**src/hw/dlyi2c_pkg.sv**
```systemverilog
// Contract
// Answer to 7-bit address with fixed upper five bits, base 0x38.
// High strap gives address bit 1, low strap bit 0: 0x38..0x3B.
// System ties both straps to a defined level; never floating.
// Drive data line only for acknowledge or read data; else release.
// Data output open drain: pull low only, never drive high.
// First byte is address plus direction; compare against strap address.
// Write: address, color select, delay code stored into selected register.
// Read: address, color select, address again, then stored code returned.
// Third byte of read repeats address; device then transmits stored code.
// Color bits 00 red, 01 green, 10 blue; direction bit picks read/write.
// Registers hold 6-bit code in low six data bits; upper two ignored.
// Interface active only powered up, digital control, two-wire bus chosen.
// Mismatched address: no acknowledge, line released, transaction ignored.
// Master repeats start before read address, not-acknowledges code, then stops.
package dlyi2c_pkg;
  localparam logic [4:0] DEV_ADDR_BASE = 5'h0E; // Upper five bits of 0x38
  localparam int CODE_W = 6;
  localparam logic [1:0] SEL_RED = 2'h0;
  localparam logic [1:0] SEL_GREEN = 2'h1;
  localparam logic [1:0] SEL_BLUE = 2'h2;
  localparam logic [CODE_W-1:0] CODE_RESET = 6'h00;
  localparam logic [3:0] BIT_LAST = 4'h7;
  localparam logic [3:0] BIT_ACK = 4'h8;
  typedef enum {ST_IDLE, ST_ADDR, ST_SEL, ST_DATA, ST_TX, ST_SKIP} dlyi2c_state_t;
endpackage

```
**src/hw/dlyi2c_sync.sv**
```systemverilog
`timescale 1ns/10ps
`default_nettype none
// Two-flop synchroniser; first stage read only by second
module dlyi2c_sync (
  input wire logic sys_clk,
  input wire logic rst_n,
  input wire logic asyncIn,
  output logic syncOut
);
  logic meta_r;
  logic meta_nxt;
  logic sync_nxt;
  // Stage values
  always_comb begin
    meta_nxt = asyncIn;
    sync_nxt = meta_r;
  end
  // Reset high: idle bus level
  always_ff @(posedge sys_clk) begin
    if (!rst_n) begin
      meta_r <= 1'b1;
      syncOut <= 1'b1;
    end else begin
      meta_r <= meta_nxt;
      syncOut <= sync_nxt;
    end
  end
endmodule // dlyi2c_sync
`default_nettype wire

```
**src/hw/dlyi2c_slave.sv**
```systemverilog
`timescale 1ns/10ps
`default_nettype none
// Two-wire target holding three delay codes
module dlyi2c_slave (
  input wire logic sys_clk,
  input wire logic rst_n,
  input wire logic sclIn,
  input wire logic sdaIn,
  output logic sdaOut,
  output logic sdaOe,
  input wire logic addr_strap_high,
  input wire logic addr_strap_low,
  input wire logic power_down_n,
  input wire logic modeAnalog,
  input wire logic bus_type_select,
  output logic [dlyi2c_pkg::CODE_W-1:0] redCode,
  output logic [dlyi2c_pkg::CODE_W-1:0] greenCode,
  output logic [dlyi2c_pkg::CODE_W-1:0] blueCode
);
  import dlyi2c_pkg::*;

  logic sclS, sdaS, pdS, modeS, busS, strapHiS, strapLoS;
  logic sclD_r, sdaD_r, sclD_nxt, sdaD_nxt;
  dlyi2c_state_t state_r, state_nxt;
  logic [3:0] bitCnt_r, bitCnt_nxt;
  logic [7:0] shift_r, shift_nxt;
  logic [1:0] sel_r, sel_nxt;
  logic rdPhase_r, rdPhase_nxt;
  logic drvLow_r, drvLow_nxt;
  logic waitFall_r, waitFall_nxt;
  logic [CODE_W-1:0] red_r, green_r, blue_r, red_nxt, green_nxt, blue_nxt;
  logic sclRise, sclFall, startCond, stopCond, active, addrHit;
  logic [6:0] ownAddr;
  logic [CODE_W-1:0] selCode;
  logic [7:0] txByte;

  // Pins pass two flops before any logic looks at them
  dlyi2c_sync uSyncScl (.sys_clk(sys_clk), .rst_n(rst_n), .asyncIn(sclIn), .syncOut(sclS));
  dlyi2c_sync uSyncSda (.sys_clk(sys_clk), .rst_n(rst_n), .asyncIn(sdaIn), .syncOut(sdaS));
  dlyi2c_sync uSyncPd (.sys_clk(sys_clk), .rst_n(rst_n), .asyncIn(power_down_n), .syncOut(pdS));
  dlyi2c_sync uSyncMode (.sys_clk(sys_clk), .rst_n(rst_n), .asyncIn(modeAnalog), .syncOut(modeS));
  dlyi2c_sync uSyncBus (.sys_clk(sys_clk), .rst_n(rst_n), .asyncIn(bus_type_select), .syncOut(busS));
  dlyi2c_sync uSyncAh (.sys_clk(sys_clk), .rst_n(rst_n), .asyncIn(addr_strap_high), .syncOut(strapHiS));
  dlyi2c_sync uSyncAl (.sys_clk(sys_clk), .rst_n(rst_n), .asyncIn(addr_strap_low), .syncOut(strapLoS));

  // Bus events and address match; straps assumed tied, never floating
  always_comb begin
    sclD_nxt = sclS;
    sdaD_nxt = sdaS;
    sclRise = sclS && !sclD_r;
    sclFall = !sclS && sclD_r;
    startCond = sclS && sclD_r && !sdaS && sdaD_r;
    stopCond = sclS && sclD_r && sdaS && !sdaD_r;
    active = pdS && !modeS && !busS;
    ownAddr = {DEV_ADDR_BASE, strapHiS, strapLoS};
    addrHit = (shift_r[7:1] == ownAddr);
    case (sel_r)
      SEL_RED: selCode = red_r;
      SEL_GREEN: selCode = green_r;
      SEL_BLUE: selCode = blue_r;
      default: selCode = CODE_RESET;
    endcase
    // Read-back byte: two zero pad bits above the code
    txByte = {2'h0, selCode};
  end

  // Protocol engine; bit count 0..7 data, 8 is acknowledge slot
  always_comb begin
    state_nxt = state_r;
    bitCnt_nxt = bitCnt_r;
    shift_nxt = shift_r;
    sel_nxt = sel_r;
    rdPhase_nxt = rdPhase_r;
    drvLow_nxt = drvLow_r;
    red_nxt = red_r;
    green_nxt = green_r;
    blue_nxt = blue_r;
    if (!active) begin
      state_nxt = ST_IDLE;
      drvLow_nxt = 1'b0;
    end else if (startCond) begin
      // Repeated start keeps rdPhase so the resent address reads
      state_nxt = ST_ADDR;
      bitCnt_nxt = 4'h0;
      drvLow_nxt = 1'b0;
      rdPhase_nxt = (state_r == ST_DATA || state_r == ST_ADDR) && rdPhase_r;
    end else if (stopCond) begin
      state_nxt = ST_IDLE;
      drvLow_nxt = 1'b0;
      rdPhase_nxt = 1'b0;
    end else if (state_r == ST_TX) begin
      // MSB first; the line is pulled only for zero bits
      if (sclFall) begin
        if (bitCnt_r < BIT_LAST) begin
          bitCnt_nxt = bitCnt_r + 4'h1;
          drvLow_nxt = !shift_r[6];
          shift_nxt = {shift_r[6:0], 1'b0};
        end else if (bitCnt_r == BIT_LAST) begin
          bitCnt_nxt = BIT_ACK;
          drvLow_nxt = 1'b0; // Master's acknowledge slot
        end else begin
          state_nxt = ST_SKIP; // Single code byte; then wait for stop
        end
      end
    end else if (state_r == ST_ADDR || state_r == ST_SEL || state_r == ST_DATA) begin
      if (sclRise && bitCnt_r <= BIT_LAST) begin
        shift_nxt = {shift_r[6:0], sdaS};
      end
      // The fall that closes a start carries no bit
      if (sclFall && !waitFall_r) begin
        if (bitCnt_r < BIT_LAST) begin
          bitCnt_nxt = bitCnt_r + 4'h1;
        end else if (bitCnt_r == BIT_LAST) begin
          bitCnt_nxt = BIT_ACK;
          if (state_r != ST_ADDR || addrHit) begin
            drvLow_nxt = 1'b1;
          end else begin
            state_nxt = ST_SKIP;
          end
        end else begin
          drvLow_nxt = 1'b0;
          bitCnt_nxt = 4'h0;
          case (state_r)
            ST_ADDR: begin
              if (shift_r[0] && rdPhase_r) begin
                state_nxt = ST_TX;
                // First bit out is the byte's MSB, a pad zero
                drvLow_nxt = !txByte[7];
                shift_nxt = txByte;
              end else if (shift_r[0]) begin
                state_nxt = ST_SKIP;
              end else begin
                state_nxt = ST_SEL;
              end
            end
            ST_SEL: begin
              // Select kept for the write or the read that follows
              sel_nxt = shift_r[1:0];
              rdPhase_nxt = 1'b1;
              state_nxt = ST_DATA;
            end
            ST_DATA: begin
              case (sel_r)
                SEL_RED: red_nxt = shift_r[CODE_W-1:0];
                SEL_GREEN: green_nxt = shift_r[CODE_W-1:0];
                SEL_BLUE: blue_nxt = shift_r[CODE_W-1:0];
                default: ;
              endcase
              rdPhase_nxt = 1'b0;
              state_nxt = ST_SKIP;
            end
            default: state_nxt = ST_SKIP;
          endcase
        end
      end
    end
  end

  // Skip the SCL fall right after a start, else every address bit lands one slot early
  always_comb begin
    waitFall_nxt = waitFall_r;
    if (!active || stopCond) begin
      waitFall_nxt = 1'b0;
    end else if (startCond) begin
      waitFall_nxt = 1'b1;
    end else if (sclFall) begin
      waitFall_nxt = 1'b0;
    end
  end

  // Start guard register
  always_ff @(posedge sys_clk) begin
    if (!rst_n) begin
      waitFall_r <= 1'b0;
    end else begin
      waitFall_r <= waitFall_nxt;
    end
  end

  // Registers
  always_ff @(posedge sys_clk) begin
    if (!rst_n) begin
      sclD_r <= 1'b1;
      sdaD_r <= 1'b1;
      state_r <= ST_IDLE;
      bitCnt_r <= 4'h0;
      shift_r <= 8'h00;
      sel_r <= SEL_RED;
      rdPhase_r <= 1'b0;
      drvLow_r <= 1'b0;
      red_r <= CODE_RESET;
      green_r <= CODE_RESET;
      blue_r <= CODE_RESET;
    end else begin
      sclD_r <= sclD_nxt;
      sdaD_r <= sdaD_nxt;
      state_r <= state_nxt;
      bitCnt_r <= bitCnt_nxt;
      shift_r <= shift_nxt;
      sel_r <= sel_nxt;
      rdPhase_r <= rdPhase_nxt;
      drvLow_r <= drvLow_nxt;
      red_r <= red_nxt;
      green_r <= green_nxt;
      blue_r <= blue_nxt;
    end
  end

  // Open drain: output always low, only the enable moves
  always_ff @(posedge sys_clk) begin
    if (!rst_n) begin
      sdaOut <= 1'b0;
      sdaOe <= 1'b0;
      redCode <= CODE_RESET;
      greenCode <= CODE_RESET;
      blueCode <= CODE_RESET;
    end else begin
      sdaOut <= 1'b0;
      sdaOe <= drvLow_nxt;
      redCode <= red_nxt;
      greenCode <= green_nxt;
      blueCode <= blue_nxt;
    end
  end
endmodule // dlyi2c_slave
`default_nettype wire

```
**config.mk**
```make
export PLATFORM = sky130hd
export DESIGN_NAME = dlyi2c_slave
export DESIGN_NICKNAME = d
export VERILOG_FILES = /design/src/hw/dlyi2c_pkg.sv /design/src/hw/dlyi2c_sync.sv /design/src/hw/dlyi2c_slave.sv
export SDC_FILE = /design/constraint.sdc
export NUM_CORES = 1
export LEC_CHECK = 0
export BUFFER_PORTS_ARGS = -buffer_cell sky130_fd_sc_hd__buf_2
export CAP_MARGIN = 20
export CORE_ASPECT_RATIO = 1.75
export CORE_MARGIN = 2
export CORE_UTILIZATION = 47
export DETAILED_ROUTE_END_ITERATION = 6
export PLACE_DENSITY = 0.69
export SLEW_MARGIN = 20
export SYNTH_ARGS = -nofsm -noshare
export SYNTH_HDL_FRONTEND = slang
export SYNTH_SLANG_ARGS = --single-unit
```
**constraint.sdc**
```tcl
create_clock -name sys_clk -period 2.1 [get_ports sys_clk]
set_input_delay 0.105 -clock sys_clk [delete_from_list [all_inputs] [get_ports sys_clk]]
set_output_delay 0.105 -clock sys_clk [all_outputs]
set_load 0.02 [all_outputs]
```
### Word level (Yosys, flattened, before mapping)

Cells that the tools add are included.

* register bits after elaboration: 83
* bits in latches: 0
* bits in writable memories: 0
* memory bits (read-only): 0
* memories kept: 0

* add/subtract/negate cells: 1
* $mul: 0
* div/mod/pow operators: 0
* $lt $le $gt $ge: 2
* equality and inequality tests: 28
* shifts and indexed selects: 0
* mux-type cells: 56
* bitwise logic cells: 7
* reduce and logical (&&, ||, !) cells: 51

Operators with widths (count)
* 2-to-1 mux 32 bit: 9
* == test 32 x 2 -> 1 bit (second input constant): 3
* 2-to-1 mux 8 bit: 10
* == test 32 x 3 -> 1 bit (second input constant): 2
* one-hot mux 32 bit (2 select lines): 1
* 2-to-1 mux 4 bit: 10
* == test 32 x 1 -> 1 bit (second input constant): 1
* == test 32 x 4 -> 1 bit (second input constant): 1
* != test 32 x 2 -> 1 bit (second input constant): 1
* AND reduction 10 bit: 3
* AND reduction 6 bit: 5
* 2-to-1 mux 1 bit: 22
* one-hot mux 6 bit (3 select lines): 1
* logical AND 1 bit: 13
* != test 3 bit (second input constant): 4
* != test 4 bit (second input constant): 3
* nonzero test 3 bit: 4
* nonzero test 4 bit: 3
* != test 2 bit (second input constant): 5
* zero test 1 bit: 9
* AND reduction 9 bit: 1
* == test 7 x 6 -> 1 bit: 1
* NOT 1 bit: 7
* AND reduction 7 bit: 1
* 18 further kinds: 25

### Logic depth before layout (Yosys ltp)

Gate-level depths: netlist (run 1).

* depth after elaboration: 11
* depth in mapped cells: 7

### By module

Synthesis (run 1) repeated with hierarchy kept, for this count alone.

* cells, all modules: 288
* area total of the unflattened synthesis: 2673.8 µm²

Modules (own cells, without submodules)
* dlyi2c_slave: instances 1, cells an instance 260, area each 2306.0 µm², seq. area each 800.8 µm²
* dlyi2c_sync: instances 7, cells an instance 4, area each 52.6 µm², seq. area each 40.0 µm²

### Worst setup path before layout (run 1)

Ideal clock, no wire load.

* kind: register -> register
* start point: register state_r[2]
* end point: register state_r[0]
* data arrival time: 1.505 ns
* data required time: 1.978 ns
* path slack: 0.473 ns
* stages on the path, launching flop included: 6
* period minus slack after synthesis: 1.627 ns
* cells stage by stage: dfxtp_1 -> or3b_4 -> o21ai_2 -> nand2_2 -> o211a_1 -> o311a_1

* word-level cells in the longest chain between the ends: 9
* elaborated cells between the ends (all ways): 24

Ends and longest elaborated chain
* from (decl): RTL line dlyi2c_slave.sv:24 `dlyi2c_state_t state_r, state_nxt;`
* from (signal assigned): RTL line dlyi2c_slave.sv:197 `state_r <= state_nxt;`
* == test 32 x 2 -> 1 bit or == test 32 x 1 -> 1 bit (tied branches): RTL line dlyi2c_slave.sv:123 `case (state_r)`
* one-hot mux 32 bit (2 select lines): RTL line dlyi2c_slave.sv:123
* 2-to-1 mux 32 bit: RTL line dlyi2c_slave.sv:113 `end else if (bitCnt_r == BIT_LAST) begin`
* 2-to-1 mux 32 bit: RTL line dlyi2c_slave.sv:111 `if (bitCnt_r < BIT_LAST) begin`
* 2-to-1 mux 32 bit: RTL line dlyi2c_slave.sv:110 `if (sclFall && !waitFall_r) begin`
* 2-to-1 mux 32 bit: RTL line dlyi2c_slave.sv:105 `end else if (state_r == ST_ADDR || state_r == ST_SEL || state_r == ST_DATA) begin`
* 2-to-1 mux 32 bit: RTL line dlyi2c_slave.sv:91 `end else if (state_r == ST_TX) begin`
* 2-to-1 mux 1 bit: RTL line dlyi2c_slave.sv:87 `end else if (stopCond) begin`
* 2-to-1 mux 1 bit: RTL line dlyi2c_slave.sv:81 `end else if (startCond) begin`

Several ways; a longest one is shown, not always the timed one. The select of a mux whose other input is x is not followed.
A chain may end at the register's enable or synchronous reset.

### Final worst setup path (run 1)

* start point: register sclD_r
* end point: register greenCode[0] (netlist name)

* word-level cells in the longest chain between the ends: 5
* elaborated cells between the ends (all ways): 10

Ends and longest elaborated chain
* from (decl): RTL line dlyi2c_slave.sv:23 `logic sclD_r, sdaD_r, sclD_nxt, sdaD_nxt;`
* from (signal assigned): RTL line dlyi2c_slave.sv:195 `sclD_r <= sclD_nxt;`
* logical AND 1 bit: RTL line dlyi2c_slave.sv:52, dlyi2c_slave.sv:53
* logical AND 1 bit, on equally long branches (2 in series): RTL line dlyi2c_slave.sv:53, dlyi2c_slave.sv:52
* NOT 1 bit (no source line)
* AND reduction 10 bit (no source line) (*)
* to (signal assigned): RTL line dlyi2c_slave.sv:221 `greenCode <= green_nxt;`
* to (decl): RTL line dlyi2c_slave.sv:17 `output logic [dlyi2c_pkg::CODE_W-1:0] greenCode,`

Every way passes the cells marked *; elsewhere a longest branch is shown, timed or not.

==> flow_metrics.tcl, run 1 <==
set metrics [dict create \
    slew_viol_final 0 \
    synth.area.mux_share_pct 11.2 \
    gr-usage-met2_pct 39.0 \
    cts_tree "done" \
    synthArstFlopShare_pct 0 \
    syn-num-nets 289 \
    p_per_area_mw_per_mm2 598 \
    ir_drop_mv 0.478 \
    worstSetupPathType "reg -> reg" \
    post-route-period-util_pct 89.2 \
    slew_headroom_pct 58.5 \
    syn_to_final_growth_pct 15.7 \
    status "completed" \
    use_met1_pct 22.0 \
    synth_top_family_by_area "simple AND/OR/NAND/NOR gates" \
    synth-seq-area-share_pct 41.6 \
    cts_buffers 5 \
    cts-htree-levels 2 \
    first_pass_iters 4 \
    drtAntennaViolNets 0 \
    grt_max_degree 29 \
    synth_cells 279 \
    fin_total_pwr_mw 1.80 \
    die_area_mm2 0.00617 \
    syn_avg_cell_area_um2 9.32 \
    start_util_pct 49.1 \
    synth_warnings 0 \
    top_usage_layer "met2" \
    grt_use_met3_pct 3.16 \
    synth_edf_count 0 \
    grt_pass1_vias 2132 \
    cts_root_buf "clkbuf_8" \
    antenna_cells 0 \
    maxCapViolations 0 \
    min_path_type "in -> reg" \
    wirelength_um 5980 \
    io_buffers 27 \
    grt_pass1_wl_um 9770 \
    ys_seq_elements 54 \
    fin_worst_skew_ps 10.4 \
    antenna_found_initial 0 \
    arrival_ps 2110 \
    drive_gt1_share_pct 19.1 \
    synth.distinct_cells 60 \
    core-area_mm2 0.00530 \
    synth_fa_ha_area_share_pct 0.481 \
    required_ps 2340 \
    fp.dieW_um 60.2 \
    nNetsFinal 323 \
    path_max_fanout 8 \
    first_iter_violations 76 \
    fin_crit_ps 1870 \
    setup_tns_ps 0 \
    crit_path_end_kind "flip-flop" \
    ios 29 \
    synthFlopType "dfxtp_1" \
    vias 2162 \
    synth-compound-area-share_pct 16.9 \
    grt-ovfl-total 0 \
    cts_sinks 54 \
    post-route-drc-count 0 \
    p_leak_nw 1.13 \
    max_freq_mhz 534 \
    die_h_um 102 \
    hpwlAfterDp_um 4460 \
    clkLatencyLatePin_ps 310 \
    cts_setup_buffers 0 \
    cts_buffer_depth 2 \
    finalHoldViolations 0 \
    place.gp.congestion 0.902 \
    synthSimpleGateAreaFrac_pct 25.0 \
    rsz0062_at_grt "false" \
    path_clk_slew_ps 90 \
    rows 35 \
    tightest_slew_ps 618 \
    grt_use_total_pct 21.0 \
    synth_xor_area_share_pct 1.01 \
    avgViaCountPerCell 5.57 \
    post_drt_wl_per_cell_um 15.4 \
    critPathLaunchType "flip-flop" \
    netlist_area_mm2 0.00260 \
    finalSetupViolCount 0 \
]
==> kinds of logic after synthesis <==
| logic type | Yosys count |
|---|---|
| buf+inv | 22 |
| other cells | 1 |
| flops | 54 |
| xor+xnor | 3 |
| simple gates | 110 |
| compound gates | 59 |
| mux | 29 |
| fa+ha+maj | 1 |
==> area by class of cell <==
cell class | count | area, um2
Clock buffer | 5 | 68.8
Clock inverter | 3 | 40.0
Fill cell | 499 | 2290
Inverter | 4 | 15.0
Multi-Input combinational cell | 203 | 1420
Sequential cell | 54 | 1080
Tap cell | 74 | 92.6
Timing Repair Buffer | 45 | 288
==> metal layers <==
layer	share of wire (%)	up-vias	wire, um
met5	0	-	0
met4	3.6	0	216
met3	2.2	17	133
met2	56	42	3360
met1	38	1022	2270
li1	-	1081	-
==> path summary, 6_finish.rpt <==
| path | startpoint | end | slack (ps) | cells after the start |
|---|---|---|---|---|
| worst max-delay path | sclD_r$_SDFF_PN1_ | greenCode[0]$_SDFFE_PN0P_ | 230 | 5 |
| worst min-delay path | rst_n | uSyncAh.syncOut$_SDFF_PN1_ | 140 | 2 |
| worst max register to register | sclD_r$_SDFF_PN1_ | greenCode[0]$_SDFFE_PN0P_ | 230 | 5 |
| worst min register to register | uSyncAh.meta_r$_SDFF_PN1_ | uSyncAh.syncOut$_SDFF_PN1_ | 410 | 1 |
==> power by group <==
part | internal [mW] | total, mW | switching [mW]
combinational | 0.0322 | 0.0705 | 0.0384
clock | 0.351 | 0.683 | 0.332
sequential | 1.04 | 1.04 | 0.00814
total | 1.42 | 1.80 | 0.378
==> worst max-delay path, cell delays in order (launching register included) <==
cell,delay [ps]
dfxtp_1,480
and4bb_1,310
nand2_2,110
nor4_1,230
and2_1,450
mux2i_1,220
==> cells in the final DEF, fill, tap and decap left out, drive strengths merged, types with 6 or more instances in the layout <==
cell	count
nand2b	19
o21ai	6
dlygate4sd3	7
nand2	35
o22ai	8
a21oi	8
dfxtp	54
mux2i	28
a211oi	10
nor2	19
buf	38
==> sequential cells by signal (all words and copies together) (netlist names), 2 cells and up <==
name / flops
bitCnt_r: 4
blueCode: 6
greenCode: 6
redCode: 6
sel_r: 2
shift_r: 8
state_r: 3
==> cells in the mapped netlist, types with 3 or more instances <==
cell / n / area (um2)
o21ai_0: 5 / 25.0
nand3_1: 4 / 20.0
o22ai_1: 8 / 50.1
nand4b_1: 4 / 35.0
mux2i_1: 28 / 280
o221ai_1: 5 / 43.8
dfxtp_1: 54 / 1080
buf_2: 7 / 35.0
a211oi_1: 10 / 75.1
nor2_1: 18 / 67.6
nand2b_1: 19 / 119
clkbuf_1: 10 / 37.5
nand2_1: 32 / 120
a21oi_1: 7 / 35.0
a22oi_1: 5 / 37.5
inv_1: 3 / 11.3
==> metrics by stage <==
step | utilization (%) | hold slack (ps) | cells | setup WS (ps) | instance area, um2
floorplan | - | 206 | 279 | 473 | 2600
global placement | 53.4 | 285 | 373 | 260 | 2830
detailed placement | 53.4 | 288 | 373 | 218 | 2830
CTS | 56.8 | 126 | 388 | 209 | 3010
global route | 56.8 | 124 | 388 | 93.8 | 3010
finish | 56.8 | 137 | 388 | 228 | 3010
==> what timing repair did <==
action,in CTS,in global routing
hold buffers,7,0
resized for setup,0,0
hold endpoints to repair,7,0
(Power assumes the default switching activity.)
==> inputs of run 2 (changes only) <==
SYNTH_HIERARCHICAL = 1   (was default)
==> run 2 against run 1 <==
Flip-flop and latch count stayed put. Total power down 5.4%. First-iteration DRC count is 43% higher. Largest cell class unchanged. Setup slack got worse by 25 ps. Worst hold slack got worse by 28 ps.
==> flow_metrics.tcl, run 2 <==
set metrics [dict create \
    p_int_mw 1.31 \
    synth_commonest_cells "54 x dfxtp_1, 45 x nand2_1, 36 x mux2i_1" \
    setup_tns_ps 0 \
    die_area_mm2 0.00633 \
    io_buffers 27 \
    arrival_ps 2100 \
    holdBufCountCts 7 \
    netlist_area_mm2 0.00267 \
    cts_setup_buffers 0 \
    hp-start "rst_n" \
    grt_pass1_wl_um 9780 \
    clkPwrFrac_pct 34.6 \
    cts_buffer_depth 2 \
    yosysMostFrequentCell "dfxtp_1" \
    grt_pass1_vias 2116 \
    post_drt_wl_per_cell_um 14.4 \
    ys_seq_elements 54 \
    post-route-drc-count 0 \
    grt_use_total_pct 20.0 \
    core-area_mm2 0.00554 \
    fin_worst_skew_ps 8.05 \
    ios 29 \
    synth.distinct_cells 58 \
    seq_power_share_pct 61.4 \
    grt_max_degree 34 \
    cts_root_buf "clkbuf_8" \
    syn-num-nets 298 \
    post-route-period-util_pct 90.4 \
    fp.dieW_um 61.0 \
    layout_commonest_cell "dfxtp_1" \
    rsz0062_at_grt "false" \
    layout_common_cells "54 x dfxtp_1, 45 x nand2_1, 36 x mux2i_1, 27 x buf_2, 21 x nand2b_1" \
    avgViaCountPerCell 5.30 \
    slew_viol_final 0 \
    synth_top_area_share_pct 40.4 \
    critPathLaunchType "flip-flop" \
    synthFlopType "dfxtp_1" \
    maxCapViolations 0 \
    place.gp.congestion 0.842 \
    p_per_area_mw_per_mm2 553 \
    rrSetupSlack_ps 200 \
    worstSetupPathType "reg -> reg" \
    syn_to_final_growth_pct 15.0 \
    drtAntennaViolNets 0 \
    drive_gt1_share_pct 21.4 \
    fin_crit_ps 1900 \
    cts_buffers 5 \
    cts-htree-levels 2 \
    synth_area_leaders "dfxtp_1 40%, mux2i_1 13%, nand2_1 6.3%, nand2b_1 4.9%, nor2_1 2.2%" \
    p_leak_nw 1.18 \
    crit_path_end_kind "flip-flop" \
    grt-ovfl-total 0 \
    vias 2137 \
    cts_tree "done" \
    r2r-end "shift_r[7]$_SDFFE_PN0P_" \
    combPwrFrac_pct 4.0 \
    antenna_found_initial 0 \
    path_max_fanout 12 \
    start_util_pct 48.3 \
    clkLatencyLatePin_ps 310 \
    switching_share_pct 23.0 \
    fin_util_pct 55.5 \
    ir_drop_mv 0.476 \
    required_ps 2300 \
    synth_largest_area_cell "dfxtp_1" \
    syn_avg_cell_area_um2 9.28 \
    synth_warnings 6 \
    hold_depth 2 \
    antenna_cells 0 \
    top_register "shift_r" \
    largest_reg_flops 8 \
    first_iter_violations 109 \
    finalSetupViolCount 0 \
    hpwlAfterDp_um 4410 \
    path_clk_slew_ps 100 \
    synth_edf_count 0 \
    synth-seq-area-share_pct 40.4 \
    crit_path_start "state_r[1]$_SDFFE_PP0P_" \
    min_to "uSyncScl/syncOut$_SDFF_PN1_" \
    worst-r2r-cell-count 5 \
    tightest_slew_ps 509 \
    max_freq_mhz 527 \
    die_h_um 104 \
    cts_sinks 54 \
    switchingPower_mw 0.390 \
    rr_startpoint "state_r[1]$_SDFFE_PP0P_" \
    min_path_type "in -> reg" \
    finalHoldViolations 0 \
    nNetsFinal 336 \
    synth_cells 288 \
    synthArstFlopShare_pct 0 \
    rows 36 \
    status "completed" \
    slew_headroom_pct 66.0 \
    first_pass_iters 4 \
    wirelength_um 5800 \
    cts-resized-gates 0 \
]
## run 2: changes by cell type in the layout (fill, tap and decap cells not counted), moves of 3 or more
cell and delta:
a211oi_1 -9, a22oi_1 -5, a31oi_1 +4, buf_4 +5
mux2i_1 +8, nand2_1 +13, o211ai_1 +3, o221ai_1 -4
## run 2: worst max-delay path: stages, from the launching register on
cell      delay, ps
dfxtp_1         400
or3b_1          510
nor3b_4         240
o21ba_2         290
a21boi_1        240
o22ai_1         110
## run 2: worst max-delay path by stage
| stage | end | slack, ps | depth (start not counted) |
|---|---|---|---|
| global placement | shift_r[6]$_SDFFE_PN0P_ | 280 | 5 |
| floorplan | blueCode[3]$_SDFFE_PN0P_ | 380 | 5 |
| global route | redCode[1]$_SDFFE_PN0P_ | 60 | 5 |
| detailed placement | shift_r[7]$_SDFFE_PN0P_ | 220 | 5 |
| CTS | blueCode[2]$_SDFFE_PN0P_ | 200 | 5 |
| finish | shift_r[7]$_SDFFE_PN0P_ | 200 | 5 |
## run 2: through the flow
step	worst slack [ps]	total power [mW]	area, um2	cells	hold slack [ps]
2_1_floorplan	384	1.11	2670	288	178
3_3_place_gp	281	1.13	2910	388	286
3_5_place_dp	221	1.13	2910	388	291
4_1_cts	201	1.72	3070	403	111
5_1_grt	56.7	1.77	3070	403	134
6_report	202	1.70	3070	403	109
## run 2: cell families (layout without fill, tap and decap cells)
logic type / count (synthesis) / in the layout / synth area share, %
compound gates: 50 / 50 / 13.4
xor+xnor: 3 / 3 / 0.983
fa+ha+maj: 1 / 1 / 0.468
buf+inv: 22 / 61 / 4.54
flops: 54 / 54 / 40.4
mux: 38 / 38 / 14.3
other cells: 1 / 1 / 0.140
simple gates: 119 / 119 / 25.7
## run 2: cell type report
type	instances	area [um2]
Inverter	3	11.3
Fill cell	509	2470
Multi-Input combinational cell	212	1470
Tap cell	76	95.1
Clock inverter	2	17.5
Clock buffer	6	72.6
Timing Repair Buffer	50	325
Sequential cell	54	1080
## run 2: power groups by stage
stage | logic (mW) | clock network [mW] | registers, mW
floorplan | 0.0411 | 0 | 1.07
global placement | 0.0588 | 0 | 1.07
detailed placement | 0.0588 | 0 | 1.07
CTS | 0.0688 | 0.610 | 1.04
global route | 0.0761 | 0.647 | 1.05
finish | 0.0682 | 0.589 | 1.04
## run 2: layer usage
metal | up-vias | global-route usage [%] | part of all wire, %
met4 | 0 | 11.0 | 5.3
met5 | - | 0 | 0
met1 | 980 | 21.3 | 39
met2 | 50 | 35.0 | 53
li1 | 1084 | - | -
met3 | 23 | 3.50 | 2.6
